--- config.mk ---
export PLATFORM = sky130hd
export DESIGN_NAME = gdm_top
export DESIGN_NICKNAME = d
export VERILOG_FILES = /design/src/pkg/gdm_pkg.sv /design/src/core/gdm_top.sv /design/src/core/gdm_channel.sv
export SDC_FILE = /design/constraint.sdc
export NUM_CORES = 1
export LEC_CHECK = 0
export BUFFER_PORTS_ARGS = -buffer_cell sky130_fd_sc_hd__clkbuf_2
export CORE_MARGIN = 5
export CORE_UTILIZATION = 37
export CTS_CLUSTER_DIAMETER = 40
export DETAILED_ROUTE_END_ITERATION = 8
export GPL_TIMING_DRIVEN = 0
export PLACE_DENSITY = 0.73
export SYNTH_ARGS = -nofsm -noshare
export SYNTH_HDL_FRONTEND = slang
export SYNTH_SLANG_ARGS = --single-unit
--- constraint.sdc ---
create_clock -name mclk_in -period 4.85 [get_ports mclk_in]
set_input_delay 0.2425 -clock mclk_in [delete_from_list [all_inputs] [get_ports mclk_in]]
set_output_delay 0.2425 -clock mclk_in [all_outputs]
set_load 0.005 [all_outputs]
--- src/pkg/gdm_pkg.sv ---
// Package of constants and types for the gate driver mode control block
// Function
// - Rising edge on either reset input moves that side's channels from Reset into Ready mode.
// - Enable high while in Ready moves the driver to Normal mode.
// - In Normal mode each gate output follows its phase PWM input; the code also holds all gates off while gate_allow_reg (CTRL bit 0) is 0.
// - Desaturation in Normal turns that channel's gate off, enters Error, suppresses its pulses.
// - Reset rising edge while in Error clears it and returns to Normal.
// - Each channel status output is fault flag AND ready flag.
// - Low-side summary status is the AND of three low-side statuses.
// - Channel indicator lit only when fault and ready flags are both 1.
// - High-side reset drives the three high channels, low-side the low.
// - One enable input acts on all six channels together.
package gdm_pkg;

  // ----------------------------------------------------------------
  // Channel layout
  // ----------------------------------------------------------------
  localparam int NUM_CH = 6;
  localparam int NUM_HIGH = 3;
  localparam int SYNC_W = 15;

  // ----------------------------------------------------------------
  // Register map (byte addresses)
  // ----------------------------------------------------------------
  localparam logic [3:0] CTRL_OFS = 4'h0;
  localparam logic [3:0] STATUS_OFS = 4'h4;
  localparam logic [3:0] MODE_OFS = 4'h8;
  localparam int CTRL_GATE_ALLOW_BIT = 0;
  localparam logic CTRL_GATE_ALLOW_RST = 1'b1;
  localparam int STATUS_FAULT_POS = 0;
  localparam int STATUS_READY_POS = 8;
  localparam int STATUS_GATE_POS = 16;
  localparam int STATUS_LOW_ALL_POS = 24;

  // ----------------------------------------------------------------
  // Operating modes, one-hot
  // ----------------------------------------------------------------
  typedef enum logic [3:0] {
    GDM_RESET  = 4'h1,
    GDM_READY  = 4'h2,
    GDM_NORMAL = 4'h4,
    GDM_ERROR  = 4'h8
  } gdm_mode_t;

endpackage

--- src/core/gdm_top.sv ---
// Top of the gate driver mode control block with its AHB-Lite register slave
//
// Added by the designer: the address map and register access over AHB-Lite.
`timescale 1ns/10ps
module gdm_top (
  // Clock and reset
  input wire logic mclk_in,
  input wire logic rst_in,
  // Control pins
  input wire logic high_side_reset_n_in,
  input wire logic low_side_reset_n_in,
  input wire logic enable_in,
  input wire logic [5:0] phase_pwm_input_in,
  input wire logic [5:0] desat_in,
  // AHB-Lite slave
  input wire logic hsel_in,
  input wire logic [31:0] haddr_in,
  input wire logic [1:0] htrans_in,
  input wire logic hwrite_in,
  input wire logic [2:0] hsize_in,
  input wire logic [31:0] hwdata_in,
  input wire logic hready_in,
  output logic [31:0] hrdata_out,
  output logic hreadyout_out,
  output logic hresp_out,
  // Gates and flags
  output logic [5:0] gate_out,
  output logic [5:0] fault_flag_n_out,
  output logic [5:0] ready_out,
  output logic [5:0] indicator_out,
  // Status pins
  output logic status_u_high_out,
  output logic status_v_high_out,
  output logic status_w_high_out,
  output logic status_u_low_out,
  output logic status_v_low_out,
  output logic status_w_low_out,
  output logic status_low_side_all_out
);

  // ----------------------------------------------------------------
  // Pin synchronisers
  // ----------------------------------------------------------------
  logic [gdm_pkg::SYNC_W-1:0] sync1_reg;
  logic [gdm_pkg::SYNC_W-1:0] sync2_reg;
  logic [1:0] rst_prev_reg;
  wire [gdm_pkg::SYNC_W-1:0] pins = {desat_in, phase_pwm_input_in, enable_in,
                      low_side_reset_n_in, high_side_reset_n_in};
  wire hs_rst_s = sync2_reg[0];
  wire ls_rst_s = sync2_reg[1];
  wire en_s = sync2_reg[2];
  wire [5:0] pwm_s = sync2_reg[8:3];
  wire [5:0] desat_s = sync2_reg[14:9];
  // Edge only; the level need not be held afterwards
  wire hs_edge = hs_rst_s & ~rst_prev_reg[0];
  wire ls_edge = ls_rst_s & ~rst_prev_reg[1];

  always_ff @(posedge mclk_in or posedge rst_in) begin
    if (rst_in) begin
      sync1_reg <= 15'h0000;
      sync2_reg <= 15'h0000;
      rst_prev_reg <= 2'h0;
    end else begin
      sync1_reg <= pins;
      sync2_reg <= sync1_reg;
      rst_prev_reg <= {ls_rst_s, hs_rst_s};
    end
  end

  // ----------------------------------------------------------------
  // Register slave
  // ----------------------------------------------------------------
  logic gate_allow_reg;
  logic wr_pend_reg;
  logic [3:0] wr_addr_reg;
  logic [31:0] rdata_reg;
  logic low_all_reg;
  gdm_pkg::gdm_mode_t mode_w [6];
  logic [5:0] status_w;

  wire take = hsel_in & hready_in & htrans_in[1];
  wire [3:0] ofs = haddr_in[3:0];
  wire hit_ctrl = (haddr_in[31:4] == 28'h0000000) &&
                  (ofs == gdm_pkg::CTRL_OFS);
  wire hit_stat = (haddr_in[31:4] == 28'h0000000) &&
                  (ofs == gdm_pkg::STATUS_OFS);
  wire hit_mode = (haddr_in[31:4] == 28'h0000000) &&
                  (ofs == gdm_pkg::MODE_OFS);
  wire [31:0] stat_word = {7'h00, low_all_reg, 2'h0, gate_out,
                           2'h0, ready_out, 2'h0, fault_flag_n_out};
  wire [31:0] mode_word = {8'h00, mode_w[5], mode_w[4], mode_w[3],
                           mode_w[2], mode_w[1], mode_w[0]};
  // Unmapped addresses read zero and ignore writes
  wire [31:0] rd_next = hit_ctrl ? {31'h0, gate_allow_reg} :
                        hit_stat ? stat_word :
                        hit_mode ? mode_word : 32'h00000000;
  wire wr_ctrl = wr_pend_reg && (wr_addr_reg == gdm_pkg::CTRL_OFS);

  always_ff @(posedge mclk_in or posedge rst_in) begin
    if (rst_in) begin
      wr_pend_reg <= 1'b0;
      wr_addr_reg <= 4'h0;
      rdata_reg <= 32'h00000000;
      gate_allow_reg <= gdm_pkg::CTRL_GATE_ALLOW_RST;
    end else begin
      wr_pend_reg <= take & hwrite_in & hit_ctrl;
      wr_addr_reg <= ofs;
      if (take && !hwrite_in) begin
        rdata_reg <= rd_next;
      end
      if (wr_ctrl) begin
        gate_allow_reg <= hwdata_in[gdm_pkg::CTRL_GATE_ALLOW_BIT];
      end
    end
  end

  assign hrdata_out = rdata_reg;
  assign hreadyout_out = 1'b1;
  assign hresp_out = 1'b0;

  // ----------------------------------------------------------------
  // Channels: 0..2 high side U V W, 3..5 low side U V W
  // ----------------------------------------------------------------
  for (genvar i = 0; i < gdm_pkg::NUM_CH; i++) begin : g_ch
    wire edge_i = (i < gdm_pkg::NUM_HIGH) ? hs_edge : ls_edge;
    gdm_channel u_ch (
      .mclk_in(mclk_in),
      .rst_in(rst_in),
      .reset_edge_in(edge_i),
      .enable_in(en_s),
      .pwm_in(pwm_s[i]),
      .desat_in(desat_s[i]),
      .gate_allow_in(gate_allow_reg),
      .mode_out(mode_w[i]),
      .gate_out(gate_out[i]),
      .fault_flag_n_out(fault_flag_n_out[i]),
      .ready_out(ready_out[i]),
      .status_out(status_w[i])
    );
  end

  // Summary built from modes so it lines up with the channel status flops
  wire low_all_next = (mode_w[3] inside {gdm_pkg::GDM_READY,
                                         gdm_pkg::GDM_NORMAL}) &&
                      (mode_w[4] inside {gdm_pkg::GDM_READY,
                                         gdm_pkg::GDM_NORMAL}) &&
                      (mode_w[5] inside {gdm_pkg::GDM_READY,
                                         gdm_pkg::GDM_NORMAL});

  always_ff @(posedge mclk_in or posedge rst_in) begin
    if (rst_in) begin
      low_all_reg <= 1'b0;
    end else begin
      low_all_reg <= low_all_next;
    end
  end

  assign indicator_out = status_w;
  assign status_u_high_out = status_w[0];
  assign status_v_high_out = status_w[1];
  assign status_w_high_out = status_w[2];
  assign status_u_low_out = status_w[3];
  assign status_v_low_out = status_w[4];
  assign status_w_low_out = status_w[5];
  assign status_low_side_all_out = low_all_reg;

  for (genvar k = 0; k < gdm_pkg::NUM_CH; k++) begin : g_chk
    wire e_k = (k < gdm_pkg::NUM_HIGH) ? hs_edge : ls_edge;

  end
endmodule

--- src/core/gdm_channel.sv ---
// One driver channel: operating mode machine, gate and flag outputs
`timescale 1ns/10ps
module gdm_channel (
  // Clock and reset
  input wire logic mclk_in,
  input wire logic rst_in,
  // Synchronised controls
  input wire logic reset_edge_in,
  input wire logic enable_in,
  input wire logic pwm_in,
  input wire logic desat_in,
  input wire logic gate_allow_in,
  // Outputs
  output gdm_pkg::gdm_mode_t mode_out,
  output logic gate_out,
  output logic fault_flag_n_out,
  output logic ready_out,
  output logic status_out
);

  gdm_pkg::gdm_mode_t mode_reg;
  gdm_pkg::gdm_mode_t mode_next;
  logic gate_reg;
  logic fault_reg;
  logic ready_reg;
  logic status_reg;

  wire in_normal = (mode_reg == gdm_pkg::GDM_NORMAL);
  wire in_error = (mode_reg == gdm_pkg::GDM_ERROR);
  wire in_reset = (mode_reg == gdm_pkg::GDM_RESET);
  // Gate only in Normal; Ready and Error force it off
  wire gate_next = in_normal & pwm_in & gate_allow_in;
  wire fault_next = ~in_error;
  wire ready_next = ~in_reset;
  wire status_next = fault_next & ready_next;

  // ----------------------------------------------------------------
  // Mode machine
  // ----------------------------------------------------------------
  always_comb begin
    mode_next = mode_reg;
    case (mode_reg)
      gdm_pkg::GDM_RESET: begin
        if (reset_edge_in) begin
          mode_next = gdm_pkg::GDM_READY;
        end
      end
      gdm_pkg::GDM_READY: begin
        if (enable_in) begin
          mode_next = gdm_pkg::GDM_NORMAL;
        end
      end
      gdm_pkg::GDM_NORMAL: begin
        // Desat wins over a dropped enable: the fault must be latched
        if (desat_in) begin
          mode_next = gdm_pkg::GDM_ERROR;
        end else if (!enable_in) begin
          mode_next = gdm_pkg::GDM_READY;
        end
      end
      gdm_pkg::GDM_ERROR: begin
        if (reset_edge_in) begin
          mode_next = gdm_pkg::GDM_NORMAL;
        end
      end
      default: begin
        mode_next = gdm_pkg::GDM_RESET;
      end
    endcase
  end

  always_ff @(posedge mclk_in or posedge rst_in) begin
    if (rst_in) begin
      mode_reg <= gdm_pkg::GDM_RESET;
      gate_reg <= 1'b0;
      fault_reg <= 1'b1;
      ready_reg <= 1'b0;
      status_reg <= 1'b0;
    end else begin
      mode_reg <= mode_next;
      gate_reg <= gate_next;
      fault_reg <= fault_next;
      ready_reg <= ready_next;
      status_reg <= status_next;
    end
  end

  assign mode_out = mode_reg;
  assign gate_out = gate_reg;
  assign fault_flag_n_out = fault_reg;
  assign ready_out = ready_reg;
  assign status_out = status_reg;

endmodule

==> reports/metrics.cfg, run 1 <==
[timing]
tightest_slew_ns = 0.8435
fin_crit_sh = 0.3423
final.setup.tns_ns = 0
rsz0062_at_grt = no
finalHoldViolCount = 48
hold_slack_ns = -0.01863
skew_ns = 0.007602
relSlewSlack = 0.4356
period_needed_ns = 1.660
finalSetupViolCount = 0
finalMaxSlewViolations = 0
fmax_mhz = 602.3

[pwr]
ir_drop_mv = 0.2490
powerDensity_nw_per_um2 = 355.6
switching_share = 0.2641
combPwrFrac = 0.182
p_seq_frac = 0.482
leakage_nw = 2.859
p_clk_frac = 0.336
p_switching_mw = 0.5790
power.internal_mw = 1.613

[worst_setup_path]
ff2ff_setup_slack_ns = 3.19
r2r_start = g_ch[0].u_ch.mode_out[0]
cp_max_fo = 10
slowest_delay_ns = 0.51
end_kind = flop
r2r_cells = 5
worstSetupEndpoint = g_ch[0].u_ch.mode_out[1]
startpoint_type = flop
worst-path-buf-inv = 1
cp_num_cells = 5
worstPathCellList = clkbuf_1, nor4b_1, and3b_1, a311oi_1, o21a_1
crit_type = flop to flop
crit_required_ns = 5.13
arrival_ns = 1.94
cp_top_family = flip-flops
slowest_stage = dfstp_2
crit_path_start = g_ch[0].u_ch.mode_out[0]
timing.rr.end = g_ch[0].u_ch.mode_out[1]

[routing]
wl_um = 12280
drc_errors = 0
vias = 3785
ant_nets = 0
firstDrtPassIters = 4
avgViaCountPerCell = 4.928
drt_iter0_markers = 394
wl_per_cell_um = 15.99

[worst_hold_path]
hold_class = primary input to async pin

[status]
failed_checks = hold timing
outcome = finished, violations left

[clocking]
cts_tree = built
cts_max_path_buffers = 2
path_clk_slew_ns = 0.07
cts.sinks = 112
cts_resized = 0
worstSkewPairLatency_ns = 0.34
root_buffer = clkbuf_16
cts_buffers = 9
htreeDepth = 3

[floorplan]
start_util = 0.3756
dieWidth_um = 125.7
pin_count = 154
dieArea_um2 = 15810
core_um2 = 13190
die_y_um = 125.7
rows = 42

[run]
maxCapViolations = 0

[global_routing]
grtUsageTotal = 0.1551
grt_overflow = 0
antenna_found_initial = 0
grt_pass1_wl_um = 19690
grt_pass1_vias = 3857
grt_max_degree = 64

[placed_design]
dp.cells = 743
dp_hpwl_um = 9080
gp_congestion = 0.8923
port_buffers = 109

[final_layout]
nets = 676
final_cells = 768
drive_gt1_frac = 0.3598
syn2layout_area_growth_pct = 24.44
n_fill_cell = 1228
largest_register_ffs = 25
n_antenna_cell = 0

[synthesis]
syn_area_per_cell_um2 = 11.01
ys_seq_area_frac = 0.5689
syn-cell-area_um2 = 4955
ys_ff_latch = 112
syn_inst = 450
yosys.cell_types.count = 49
yosysWarnings = 0

==> metrics by stage <==
| step | worst slack, ns | power (mW) | util | area (um2) |
|---|---|---|---|---|
| 2_1_floorplan | 1.670 | 1.323 | - | 4981 |
| 3_3_place_gp | 0.4607 | 1.450 | 0.4357 | 5747 |
| 3_5_place_dp | 3.138 | 1.467 | 0.4380 | 5777 |
| 4_1_cts | 3.212 | 2.208 | 0.4659 | 6146 |
| 5_1_grt | 3.063 | 2.295 | 0.4675 | 6166 |
| 6_report | 3.190 | 2.192 | 0.4675 | 6166 |
==> logic make-up after synthesis <==
family	after synthesis	synth area share
other cells	2	0.001516
compound gates	86	0.1409
buf+inv	68	0.08333
mux	4	0.008333
simple gates	170	0.1828
xor+xnor	8	0.01414
flops	112	0.5689
==> final cells by class <==
class                      count  area [um2]  share of cell area
buffer                        63       394.1             0.06392
clock buffer                  11       242.7             0.03937
clock inverter                 5       56.30            0.009131
inverter                       5       21.27            0.003450
multi-input combinational    277        1749              0.2837
sequential                   112        2819              0.4572
tap                          176       220.2             0.03571
timing repair buffer         119       663.1              0.1075
==> synthesized netlist by cell type, drive strengths merged <==
master	number	share of area
dfrtp	99	0.50
nand2	49	0.037
buf	44	0.065
nor2	36	0.027
nand3	21	0.021
a22oi	20	0.039
clkbuf	19	0.014
o31ai	19	0.040
o21ai	15	0.015
dfstp	13	0.069
nand2b	10	0.013
nand3b	9	0.014
nor3	9	0.0091
nor4	9	0.014
nor2b	8	0.010
xor2	7	0.012
a21oi	6	0.0061
inv	5	0.0038
o21a	5	0.0076
a21o	4	0.0061
a31oi	4	0.0050
and3	4	0.0050
nor4b	4	0.013
mux2i	3	0.0061
o22a	3	0.0053
o22ai	3	0.0038
a311oi	2	0.0035
a31o	2	0.0035
and3b	2	0.0035
conb	2	0.0015
o32a	2	0.0040
or3	2	0.0025
or3b	2	0.0035
a211oi	1	0.0015
and2	1	0.0013
and4	1	0.0018
mux2	1	0.0023
nand4	1	0.0043
nor3b	1	0.0015
or2	1	0.0013
xnor2	1	0.0018
==> worst min path at each step <==
stage                    endpoint                   from
detailed placement  sync2_reg[11]          sync1_reg[11]
global placement     sync2_reg[0]           sync1_reg[0]
CTS                  sync1_reg[4]                 rst_in
finish               sync1_reg[4]                 rst_in
global route         sync1_reg[8]  phase_pwm_input_in[5]
floorplan            sync1_reg[0]   high_side_reset_n_in
==> power groups by stage <==
stage | clock, mW | sequential, mW | combinational [mW]
global placement | 0 | 1.07 | 0.376
finish | 0.736 | 1.06 | 0.398
CTS | 0.749 | 1.06 | 0.400
floorplan | 0 | 1.06 | 0.260
detailed placement | 0 | 1.08 | 0.391
global route | 0.787 | 1.07 | 0.441
==> per-layer routing <==
| layer | wire length [um] | track usage | vias up |
|---|---|---|---|
| met5 | 0 | 0 | - |
| met3 | 1026 | 0.04826 | 14 |
| met4 | 126 | 0.03763 | 0 |
| met2 | 5887 | 0.2524 | 139 |
| li1 | - | - | 1801 |
| met1 | 5237 | 0.2033 | 1831 |
==> worst reg2reg max path: stages, from the launching register on <==
cell	delay [ns]
dfstp_2	0.51
clkbuf_1	0.33
nor4b_1	0.12
and3b_1	0.22
a311oi_1	0.25
o21a_1	0.17
==> what timing repair did <==
action                                 CTS  global route
endpoints found under the hold margin    7             2
buffers inserted                         0             0
hold buffers                             7             2
setup endpoints to repair                0             0
==> placed cells by master, fill, tap and decap left out, types with 4 or more instances in the layout <==
master	instances
conb_1	9
nand3b_1	9
o21a_1	5
nand2b_1	10
o31ai_1	8
a21oi_1	6
dlygate4sd3_1	9
nor3_1	9
and3_1	4
buf_4	34
nand2_1	49
clkbuf_2	109
nor2_1	36
inv_1	4
nor4_1	7
o21ai_0	7
a22oi_2	9
a21o_1	4
dfstp_2	13
nor2b_1	8
buf_2	6
dfrtp_1	99
a31oi_1	4
clkbuf_16	9
clkbuf_1	20
xor2_1	7
nand3_1	21
o31ai_2	11
o21ai_1	8
a22oi_1	11
Note: power is estimated with default switching activity, not from simulation.
==> inputs of run 2 (changes only) <==
--- a/config.mk
+++ b/config.mk
@@ -5,6 +5,7 @@
 export SDC_FILE = /design/constraint.sdc
 export NUM_CORES = 1
 export LEC_CHECK = 0
+export ABC_AREA = 1
 export BUFFER_PORTS_ARGS = -buffer_cell sky130_fd_sc_hd__clkbuf_2
 export CORE_MARGIN = 5
 export CORE_UTILIZATION = 37
==> constraint.sdc (replaced) <==
create_clock -name mclk_in -period 1.55 [get_ports mclk_in]
set_input_delay 0.0775 -clock mclk_in [delete_from_list [all_inputs] [get_ports mclk_in]]
set_output_delay 0.0775 -clock mclk_in [all_outputs]
set_load 0.005 [all_outputs]
==> run 2 against run 1 <==
Compared with the run above: the flow now finishes without violations; combinational power grew to 5.0 times the previous value; worst setup slack worse by 3.0 ns; sequential power grew to 3.5 times the previous value.
==> reports/metrics.cfg, run 2 <==
[placed_design]
place_area_um2 = 5569
dp.cells = 797
port_buffers = 109
gp_congestion = 0.8126
dp_hpwl_um = 8086

[worst_setup_path]
end_kind = flop
crit_type = flop to flop
slowest_delay_ns = 0.53
slowest_stage = dfstp_2
worst-path-buf-inv = 1
crit_required_ns = 1.77
cp_max_fo = 4
cp_top_family = flip-flops
startpoint_type = flop
worstPathCellList = inv_1, nor3_1, nor2_1, o211ai_1, o21ai_0
arrival_ns = 1.61

[final_layout]
n_antenna_cell = 0
drive_gt1_frac = 0.3248
nets = 746
final_cells = 834
syn2layout_area_growth_pct = 29.28
largest_register_ffs = 25
final_cell_mix = 110 x clkbuf_2, 107 x nand2_1, 99 x dfrtp_1, 69 x inv_1, 49 x nor2_1
seqCellArea_um2 = 2819
final_common_cell = clkbuf_2
fin_area_um2 = 6126
multi_input_area_um2 = 1416
fin_util = 0.4874
n_fill_cell = 1161

[timing]
finalSetupViolCount = 0
relSlewSlack = 0.5773
final.setup.tns_ns = 0
rsz0062_at_grt = no
finalHoldViolCount = 0
finalMaxSlewViolations = 0
tightest_slew_ns = 0.6327
period_needed_ns = 1.391
skew_ns = 0.004076
fin_crit_sh = 0.8973
fmax_mhz = 719.0

[synthesis]
yosys.cell_types.count = 24
synth_area_leaders = dfrtp_1 52%, nand2_1 8.5%, dfstp_2 7.2%
ys_seq_area_frac = 0.5949
syn-cell-area_um2 = 4738
ys_ff_latch = 112
yosysWarnings = 0
synth-main-ff-cell = dfrtp_1
synth_commonest_cells = 107 x nand2_1, 99 x dfrtp_1, 70 x inv_1
yosysTopAreaCell = dfrtp_1
syn_area_per_cell_um2 = 9.346
synth_edf_count = 0
syn_inst = 507
synth.most_common_cell = nand2_1
synth_top_area_frac = 0.5228
synthArstFlopShare = 1.000

[pwr]
combPwrFrac = 0.253
switching_share = 0.3069
p_seq_frac = 0.467
ir_drop_mv = 0.5397
leakage_nw = 3.115
p_switching_mw = 2.426
power.internal_mw = 5.477
powerDensity_nw_per_um2 = 1290
p_clk_frac = 0.281

[clocking]
root_buffer = clkbuf_16
cts_tree = built
cts_buffers = 9
cts_max_path_buffers = 2
worstSkewPairLatency_ns = 0.34
htreeDepth = 3
cts.sinks = 112
path_clk_slew_ns = 0.07

[floorplan]
pin_count = 154
start_util = 0.3770
core_um2 = 12570
dieArea_um2 = 15170
die_y_um = 123.2
dieWidth_um = 123.2
rows = 41

[routing]
drc_errors = 0
firstDrtPassIters = 4
wl_per_cell_um = 12.66
wl_um = 10560
vias = 3656
drt_iter0_markers = 270
avgViaCountPerCell = 4.384
ant_nets = 0

[global_routing]
grt_max_degree = 46
grt_pass1_wl_um = 16550
grt_pass1_vias = 3462
grtUsageTotal = 0.1404
antenna_found_initial = 0
grt_overflow = 0

[run]
maxCapViolations = 0

[worst_hold_path]
hold_class = primary input to flop

[status]
outcome = finished clean

run 2: kinds of logic after synthesis:
| group | count (synthesis) | share of synthesized area |
|---|---|---|
| simple gates | 221 | 0.1965 |
| buf+inv | 113 | 0.1212 |
| flops | 112 | 0.5949 |
| compound gates | 59 | 0.08582 |
| other cells | 2 | 0.001585 |
run 2: final cells by class:
| cell class | instances | share of cell area |
|---|---|---|
| plain buffers | 43 | 0.05208 |
| clock buffers | 12 | 0.04350 |
| clock inverters | 4 | 0.004493 |
| inverters | 70 | 0.04350 |
| multi-input cells | 289 | 0.2312 |
| flip-flops and latches | 112 | 0.4602 |
| well taps | 172 | 0.03513 |
| repair buffers | 132 | 0.1299 |
run 2: final timing paths:
check                                                 to  depth (start not counted)                startpoint  slack, ns
worst max-delay path            g_ch[5].u_ch.mode_out[1]                          5  g_ch[5].u_ch.mode_out[0]       0.16
worst min-delay path                         wr_pend_reg                          2                 hwrite_in       0.01
worst max register to register  g_ch[5].u_ch.mode_out[1]                          5  g_ch[5].u_ch.mode_out[0]       0.16
worst min register to register              sync2_reg[7]                          0              sync1_reg[7]       0.35
max in group asynchronous                 gate_allow_reg                          5                    rst_in       0.25
min in group asynchronous                  sync1_reg[12]                          3                    rst_in       0.35
run 2: power groups by stage:
stage / Combinational (mW) / Clock, mW / Sequential (mW)
2_1_floorplan: 1.30 / 0 / 3.65
3_3_place_gp: 1.86 / 0 / 3.73
3_5_place_dp: 1.91 / 0 / 3.73
4_1_cts: 1.97 / 2.28 / 3.68
5_1_grt: 2.27 / 2.38 / 3.75
6_report: 2.00 / 2.22 / 3.69
run 2: routing by layer:
| metal | wire length, um | global-route usage |
|---|---|---|
| met1 | 4710 | 0.1826 |
| met2 | 4940 | 0.2273 |
| met3 | 570 | 0.01693 |
| met4 | 338 | 0.07958 |
| met5 | 0 | 0 |
run 2: worst register-to-register path: cells and delay by family, from the launching register on:
kind            cells  cell delay [ns]
simple gates        2             0.36
compound gates      2             0.30
buf+inv             1             0.08
flops               1             0.53
run 2: what timing repair did:
action                                 CTS  global route
setup endpoints to repair                0            17
gates resized for setup                  0            15
endpoints found under the hold margin   48             0
buffers inserted                         0             0
hold buffers                            21             0
run 2: through the flow:
stage / hold WS (ns) / power (mW) / setup WS (ns)
CTS: 0.007490 / 7.929 / 0.07487
global route: 0.02081 / 8.402 / 0.003394
global placement: 0.1870 / 5.584 / -0.5138
finish: 0.01010 / 7.902 / 0.1592
detailed placement: 0.1872 / 5.643 / 0.1116
floorplan: 0.1089 / 4.956 / 0.1257
